<file path="src/rtl/mmt_pkg.sv">
// constants and types shared by the management two-wire target
`default_nettype none
package mmt_pkg;
    localparam logic [6:0] TARGET_ADDR        = 7'h50;
    localparam int         CLOCK_HZ           = 10_000_000;
    localparam int         STRETCH_MAX_US     = 500;
    localparam int         STRETCH_MAX_CYCLES = (STRETCH_MAX_US * (CLOCK_HZ / 1000)) / 1000;
    localparam int         STRETCH_W          = 13;
    localparam int         SYNC_STAGES        = 3;
    localparam logic [7:0] FILL_BYTE          = 8'hFF;
    localparam logic [7:0] BYTE_ADDR_RESET    = 8'h00;
    localparam logic [3:0] BITS_PER_WORD      = 4'h8;
    localparam logic [2:0] LAST_BIT           = 3'h7;

    typedef enum logic [2:0] {
        MMT_IDLE     = 3'b000,
        MMT_ADDR     = 3'b001,
        MMT_ADDR_ACK = 3'b010,
        MMT_WR_BYTE  = 3'b011,
        MMT_WR_ACK   = 3'b100,
        MMT_RD_LOAD  = 3'b101,
        MMT_RD_BYTE  = 3'b110,
        MMT_RD_ACK   = 3'b111
    } mmt_state_t;

    typedef struct packed {
        logic scl_i;
        logic sda_i;
        logic module_select_n;
    } mmt_pins_in_t;

    typedef struct packed {
        logic scl_o;
        logic scl_oe;
        logic sda_o;
        logic sda_oe;
    } mmt_pins_out_t;

    typedef struct packed {
        logic       valid;
        logic [7:0] addr;
        logic [7:0] data;
    } mmt_wr_t;

    typedef struct packed {
        mmt_state_t           fsm;
        logic [3:0]           bit_cnt;
        logic [7:0]           shift;
        logic                 rw;
        logic                 addr_loaded;
        logic [7:0]           byte_addr;
        logic                 sda_oe;
        logic                 scl_oe;
        logic [STRETCH_W-1:0] stretch_cnt;
        logic                 scl_q;
        logic                 sda_q;
        logic                 sel_n_q;
        mmt_wr_t              wr;
    } mmt_regs_t;
endpackage
`default_nettype wire

</file>
<file path="src/rtl/mmt_sync.sv">
// three-stage synchroniser for pins from outside the clock domain
`default_nettype none
module mmt_sync
    import mmt_pkg::*;
#(
    parameter int                WIDTH     = 3,
    parameter logic [WIDTH-1:0]  IDLE_LVL  = '1
) (
    input  wire logic             clock,
    input  wire logic             rst_n,
    input  wire logic [WIDTH-1:0] din,
    output logic      [WIDTH-1:0] mid,
    output logic      [WIDTH-1:0] last
);
    logic [WIDTH-1:0] first;

    always_ff @(posedge clock or negedge rst_n) begin
        if (!rst_n) begin
            first <= IDLE_LVL;
            mid   <= IDLE_LVL;
            last  <= IDLE_LVL;
        end else begin
            first <= din;
            mid   <= first;
            last  <= mid;
        end
    end
endmodule
`default_nettype wire

</file>
<file path="src/rtl/mmt_target.sv">
// two-wire management target: framing, addressing, ack, stretching, address counter
//
// Notes on behaviour
// - answer only target address 1010000 plus direction
// - deselected module ignores bus, never acknowledges
// - clock stretching released within 500 us
// - sample on rising, change after falling clock
// - module is target only; host clocks everything
// - data line pulled low or released only
// - data changes only while clock low
// - falling data high clock start; rising stop
// - eight-bit words, most significant bit first
// - receiver pulls data low for acknowledge bit
// - acknowledge every write data byte from host
// - recovery resets only this protocol state machine
// - first byte is address; bit0 one reads
// - matching address while selected gets low acknowledge
// - address counter advances, wraps within 128-byte page
// - repeated start after address load keeps counter
`default_nettype none
module mmt_target
    import mmt_pkg::*;
#(
    parameter int STRETCH_CYCLES = STRETCH_MAX_CYCLES
) (
    input  wire logic          clock,
    input  wire logic          reset_n,
    input  wire mmt_pins_in_t  pins_in,
    output mmt_pins_out_t      pins_out,
    output logic               rd_req,
    output logic [7:0]         rd_addr,
    input  wire logic          rd_valid,
    input  wire logic [7:0]    rd_data,
    output mmt_wr_t            wr,
    output logic [7:0]         byte_addr
);
    logic [1:0] rst_pipe;
    logic       rst_n;
    logic [2:0] sync_mid;
    logic [2:0] sync_last;
    mmt_regs_t  r;
    mmt_regs_t  next_r;
    logic       scl_rise;
    logic       scl_fall;
    logic       start_c;
    logic       stop_c;

    always_ff @(posedge clock or negedge reset_n) begin
        if (!reset_n) begin
            rst_pipe <= 2'h0;
        end else begin
            rst_pipe <= {rst_pipe[0], 1'b1};
        end
    end
    assign rst_n = rst_pipe[1];

    mmt_sync #(
        .WIDTH    (3),
        .IDLE_LVL (3'h7)
    ) u_sync (
        .clock (clock),
        .rst_n (rst_n),
        .din   ({pins_in.scl_i, pins_in.sda_i, pins_in.module_select_n}),
        .mid   (sync_mid),
        .last  (sync_last)
    );

    function automatic logic [7:0] page_incr(input logic [7:0] a);
        page_incr = {a[7], a[6:0] + 7'h01};
    endfunction

    always_comb begin
        next_r          = r;
        next_r.wr.valid = 1'b0;
        if (sync_mid[2] == sync_last[2]) begin
            next_r.scl_q = sync_last[2];
        end
        if (sync_mid[1] == sync_last[1]) begin
            next_r.sda_q = sync_last[1];
        end
        if (sync_mid[0] == sync_last[0]) begin
            next_r.sel_n_q = sync_last[0];
        end
        scl_rise = !r.scl_q && next_r.scl_q;
        scl_fall = r.scl_q && !next_r.scl_q;
        start_c  = r.scl_q && next_r.scl_q && r.sda_q && !next_r.sda_q;
        stop_c   = r.scl_q && next_r.scl_q && !r.sda_q && next_r.sda_q;

        if (next_r.sel_n_q || stop_c) begin
            next_r.fsm    = MMT_IDLE;
            next_r.sda_oe = 1'b0;
            next_r.scl_oe = 1'b0;
        end else if (start_c) begin
            // start also serves as recovery: only protocol state is cleared
            next_r.fsm         = MMT_ADDR;
            next_r.bit_cnt     = 4'h0;
            next_r.sda_oe      = 1'b0;
            next_r.scl_oe      = 1'b0;
            next_r.addr_loaded = 1'b0;
        end else begin
            unique case (r.fsm)
                MMT_IDLE: begin
                end
                MMT_ADDR, MMT_WR_BYTE: begin
                    if (scl_rise && r.bit_cnt != BITS_PER_WORD) begin
                        next_r.shift   = {r.shift[6:0], next_r.sda_q};
                        next_r.bit_cnt = r.bit_cnt + 4'h1;
                    end else if (scl_fall && r.bit_cnt == BITS_PER_WORD) begin
                        if (r.fsm == MMT_ADDR) begin
                            if (r.shift[7:1] == TARGET_ADDR) begin
                                next_r.sda_oe = 1'b1;
                                next_r.rw     = r.shift[0];
                                next_r.fsm    = MMT_ADDR_ACK;
                            end else begin
                                next_r.fsm = MMT_IDLE;
                            end
                        end else begin
                            if (!r.addr_loaded) begin
                                next_r.byte_addr   = r.shift;
                                next_r.addr_loaded = 1'b1;
                            end else begin
                                next_r.wr.valid  = 1'b1;
                                next_r.wr.addr   = r.byte_addr;
                                next_r.wr.data   = r.shift;
                                next_r.byte_addr = page_incr(r.byte_addr);
                            end
                            next_r.sda_oe = 1'b1;
                            next_r.fsm    = MMT_WR_ACK;
                        end
                    end
                end
                MMT_ADDR_ACK, MMT_WR_ACK: begin
                    if (scl_fall) begin
                        next_r.sda_oe  = 1'b0;
                        next_r.bit_cnt = 4'h0;
                        if (r.fsm == MMT_ADDR_ACK && r.rw) begin
                            next_r.fsm         = MMT_RD_LOAD;
                            next_r.scl_oe      = 1'b1;
                            next_r.stretch_cnt = '0;
                        end else begin
                            next_r.fsm = MMT_WR_BYTE;
                        end
                    end
                end
                MMT_RD_LOAD: begin
                    next_r.stretch_cnt = r.stretch_cnt + STRETCH_W'(1);
                    if (rd_valid || r.stretch_cnt == STRETCH_W'(STRETCH_CYCLES - 1)) begin
                        next_r.shift   = rd_valid ? rd_data : FILL_BYTE;
                        next_r.sda_oe  = rd_valid ? !rd_data[7] : !FILL_BYTE[7];
                        next_r.scl_oe  = 1'b0;
                        next_r.bit_cnt = 4'h0;
                        next_r.fsm     = MMT_RD_BYTE;
                    end
                end
                MMT_RD_BYTE: begin
                    if (scl_fall) begin
                        if (r.bit_cnt[2:0] == LAST_BIT) begin
                            next_r.sda_oe    = 1'b0;
                            next_r.fsm       = MMT_RD_ACK;
                            next_r.byte_addr = page_incr(r.byte_addr);
                        end else begin
                            next_r.bit_cnt = r.bit_cnt + 4'h1;
                            next_r.shift   = {r.shift[6:0], 1'b0};
                            next_r.sda_oe  = !r.shift[6];
                        end
                    end
                end
                MMT_RD_ACK: begin
                    if (scl_rise && next_r.sda_q) begin
                        next_r.fsm = MMT_IDLE;
                    end else if (scl_fall) begin
                        next_r.fsm         = MMT_RD_LOAD;
                        next_r.scl_oe      = 1'b1;
                        next_r.stretch_cnt = '0;
                    end
                end
            endcase
        end
    end

    always_ff @(posedge clock or negedge rst_n) begin
        if (!rst_n) begin
            r             <= '0;
            r.fsm         <= MMT_IDLE;
            r.byte_addr   <= BYTE_ADDR_RESET;
            r.scl_q       <= 1'b1;
            r.sda_q       <= 1'b1;
            r.sel_n_q     <= 1'b1;
        end else begin
            r <= next_r;
        end
    end

    assign pins_out.scl_o  = 1'b0;
    assign pins_out.sda_o  = 1'b0;
    assign pins_out.scl_oe = r.scl_oe;
    assign pins_out.sda_oe = r.sda_oe;
    assign rd_req          = (r.fsm == MMT_RD_LOAD);
    assign rd_addr         = r.byte_addr;
    assign wr              = r.wr;
    assign byte_addr       = r.byte_addr;
endmodule
`default_nettype wire

</file>
<file path="config.mk">
export PLATFORM = sky130hd
export DESIGN_NAME = mmt_target
export DESIGN_NICKNAME = d
export VERILOG_FILES = /design/src/rtl/mmt_pkg.sv /design/src/rtl/mmt_sync.sv /design/src/rtl/mmt_target.sv
export SDC_FILE = /design/constraint.sdc
export NUM_CORES = 1
export LEC_CHECK = 0
export BUFFER_PORTS_ARGS = -buffer_cell sky130_fd_sc_hd__buf_2
export CAP_MARGIN = 10
export CORE_UTILIZATION = 50
export DETAILED_ROUTE_END_ITERATION = 16
export PLACE_DENSITY = 0.71
export REMOVE_ABC_BUFFERS = 1
export SLEW_MARGIN = 20
export SYNTH_ARGS = -nofsm -noshare
export SYNTH_HDL_FRONTEND = slang
export SYNTH_SLANG_ARGS = --single-unit
</file>
<file path="constraint.sdc">
create_clock -name clock -period 6.1 [get_ports clock]
set_clock_uncertainty 0.1 [all_clocks]
set_input_delay 0.915 -clock clock [delete_from_list [all_inputs] [get_ports clock]]
set_output_delay 0.915 -clock clock [all_outputs]
set_load 0.005 [all_outputs]
</file>
==> flow_summary.toml <==
[timing]
hold_viol = 0
period_share_pct = 53.9
setup_tns_ns = 0
fmax_mhz = 304
rsz0062_at_grt = "false"
tightest_slew_ns = 0.906
layout_min_cycle_time_ns = 3.29
setup-violations-final = 0
timing.slew.headroom_pct = 38.8
drv_slew = 0

[worst_setup_path]
crit_chain = "and2b_1, nand2_1, inv_1, buf_2"
arrival_ns = 2.27
path_delay_family = "flip-flops"
cpMaxStageDelayCell = "dfrtp_1"
slowest_delay_ns = 0.79
cp_max_fo = 24
path_class = "register to output port"
path_buf_inv = 2
worst_ep_required_time_ns = 5.08
start_kind = "register"
end_kind = "output port"

[synthesis]
synth-seq-cells = 71
synth_top_family_by_area = "simple AND/OR/NAND/NOR gates"
async_reset_ff_share_pct = 100
synth.distinct_cells = 68
ys.warnings.count = 0
syn_area_um2 = 3930
synth-xor-area-share_pct = 1.34
synth-seq-area-share_pct = 45.5
synthCells = 391
synth_compound_area_share_pct = 15.6
synth_top_flop_cell = "dfrtp_1"
syn_area_per_cell_um2 = 10.1
synthMuxAreaShare_pct = 6.77
synth_simple_gate_area_share_pct = 18.6
synth_fa_ha_area_share_pct = 2.35
synth_edf_count = 0

[floorplan]
die_w_um = 90.7
io_pins = 52
design.core.area_um2 = 7450
start_util_pct = 52.8
die_h_um = 90.7
num_rows = 31
die-area_um2 = 8230

[global_routing]
grt_usage_pct = 20.4
overflow = 0
grt_pass1_wl_mm = 13.3
grt_max_degree = 39
grt_pass1_vias = 2701
antenna_found_initial = 0

[clocking]
cts_tree = "built"
htree_levels = 3
cts.sinks = 71
path_clk_slew_ns = 0.08
cts_root_buf = "clkbuf_8"
cts_buffer_depth = 2
worstSkewPairLatency_ns = 0.35
numCtsBuffers = 9
post-cts-setup-buffers = 0
ctsResizeCount = 0
holdBufCountCts = 0

[drt]
antenna_left = 0
vias = 2868
wirelength_mm = 7.88
wire_per_inst_um = 15.5
drt-pass1-iter-count = 4
viasPerCell = 5.66
route.detailed.drc = 0
drtIter0Drc = 161

[placement]
numPortBuffers = 49
gp_congestion = 0.883
dp_hpwl_mm = 5.57
dpl_cell_area_um2 = 3960

[final_layout]
areaGrowthSynthToFinish_pct = 5.69
final_cell_mix = "dfrtp_1, buf_2, o21ai_0"
n_fill_cell = 679
fin_nets = 422
final_layout_size_suffix_gt1_share_pct = 28.2
n_antenna_cell = 0
final_common_cell = "dfrtp_1"
stdcell_area_um2 = 4160

[worst_hold_path]
hold_path.class = "register to asynchronous set/reset pin"

[power]
cellPowerDensity_nw_per_um2 = 245
p_leak_nw = 1.95
peakVddDrop_v = 0.000146

[job]
cap_violations = 0

[status]
status = "complete, no violations"
-- registers in the layout, summed over array words and instances (netlist names) --
signal        count
r                33
wr               17
byte_addr         8
u_sync.first      3
u_sync.last       3
u_sync.mid        3
pins_out          2
rst_pipe          2
-- cell families after synthesis --
group,after synthesis
adder cells (fa/ha/maj),8
flip-flops,71
AO/OA/AOI/OAI,97
AND/OR/NAND/NOR,130
multiplexers,21
XOR/XNOR,6
other,2
buffers and inverters,56
-- layout make-up --
cell class                 count  area [um2]  area share [%]
clock buffer                  10         128            3.07
clock inverter                 6        70.1            1.69
inverter                       6        22.5           0.542
multi-input combinational    265        1770            42.5
sequential                    71        1790            43.1
tap                           99         124            2.98
timing repair buffer          50         253            6.08
-- routing by layer --
layer	part of all wire (%)	vias to the layer above	wire [um]	track usage [%]
met5	0	-	0	0
met4	2.0	0	159	7.12
met3	3.9	17	308	4.38
met2	47	82	3720	31.4
met1	47	1382	3690	28.3
li1	-	1387	-	-
-- Yosys cell counts (all sizes together) (2+ instances only) --
master   instances  area [um2]
a211oi           2        20.0
a31oi            5        31.3
nor4b            3        26.3
o22ai            4        25.0
dfrtp           59        1480
buf             45         337
a22o             5        43.8
dfstp           12         315
mux2i            3        30.0
o21ai           45         236
nand2b           8        50.1
or2              3        18.8
nand3           14        70.1
nor2            24        90.1
inv              6        22.5
o2111ai          2        23.8
a21oi           19        95.1
maj3             3        30.0
nor4             4        25.0
nand3b           8        60.1
o31ai            3        22.5
nor3             6        46.3
nor3b            3        38.8
nor2b            2        12.5
and3             5        31.3
mux2            18         236
nand2           36         153
clkbuf           5        18.8
xnor2            6        52.6
conb             2        7.51
ha               5        62.6
and2             4        25.0
or3              2        12.5
and2b            2        15.0
-- per-stage QoR --
| step | hold WS [ns] | util (%) | total power [W] | worst slack (ns) | std cells |
|---|---|---|---|---|---|
| after floorplan | 0.231 | - | 0.000612 | 3.74 | 342 |
| after global placement | 0.236 | 53.2 | 0.000646 | 3.30 | 491 |
| after detailed placement | 0.246 | 53.2 | 0.000652 | 3.21 | 491 |
| after CTS | 0.235 | 55.8 | 0.00103 | 2.82 | 507 |
| after global routing | 0.229 | 55.8 | 0.00107 | 2.66 | 507 |
| final | 0.209 | 55.8 | 0.00102 | 2.81 | 507 |
-- worst paths after layout --
check | from | endpoint | slack, ns | depth (start not counted)
max | r[59] | rd_req | 2.81 | 4
min | rst_pipe[1] | r[58] | 0.21 | 0
max reg2reg | r[59] | r[46] | 3.43 | 5
min reg2reg | rst_pipe[1] | r[58] | 0.21 | 0
max in group asynchronous | rst_pipe[1] | r[44] | 4.75 | 1
min in group clock | u_sync.first[2] | u_sync.mid[2] | 0.26 | 0
-- power by group --
part	internal (W)	switching [W]	total (W)
clock network	0.000192	0.000183	0.000374
registers	0.000498	0.0000389	0.000537
logic	0.0000442	0.0000623	0.000107
total	0.000734	0.000284	0.00102
Power figures use the tool's default switching activity.
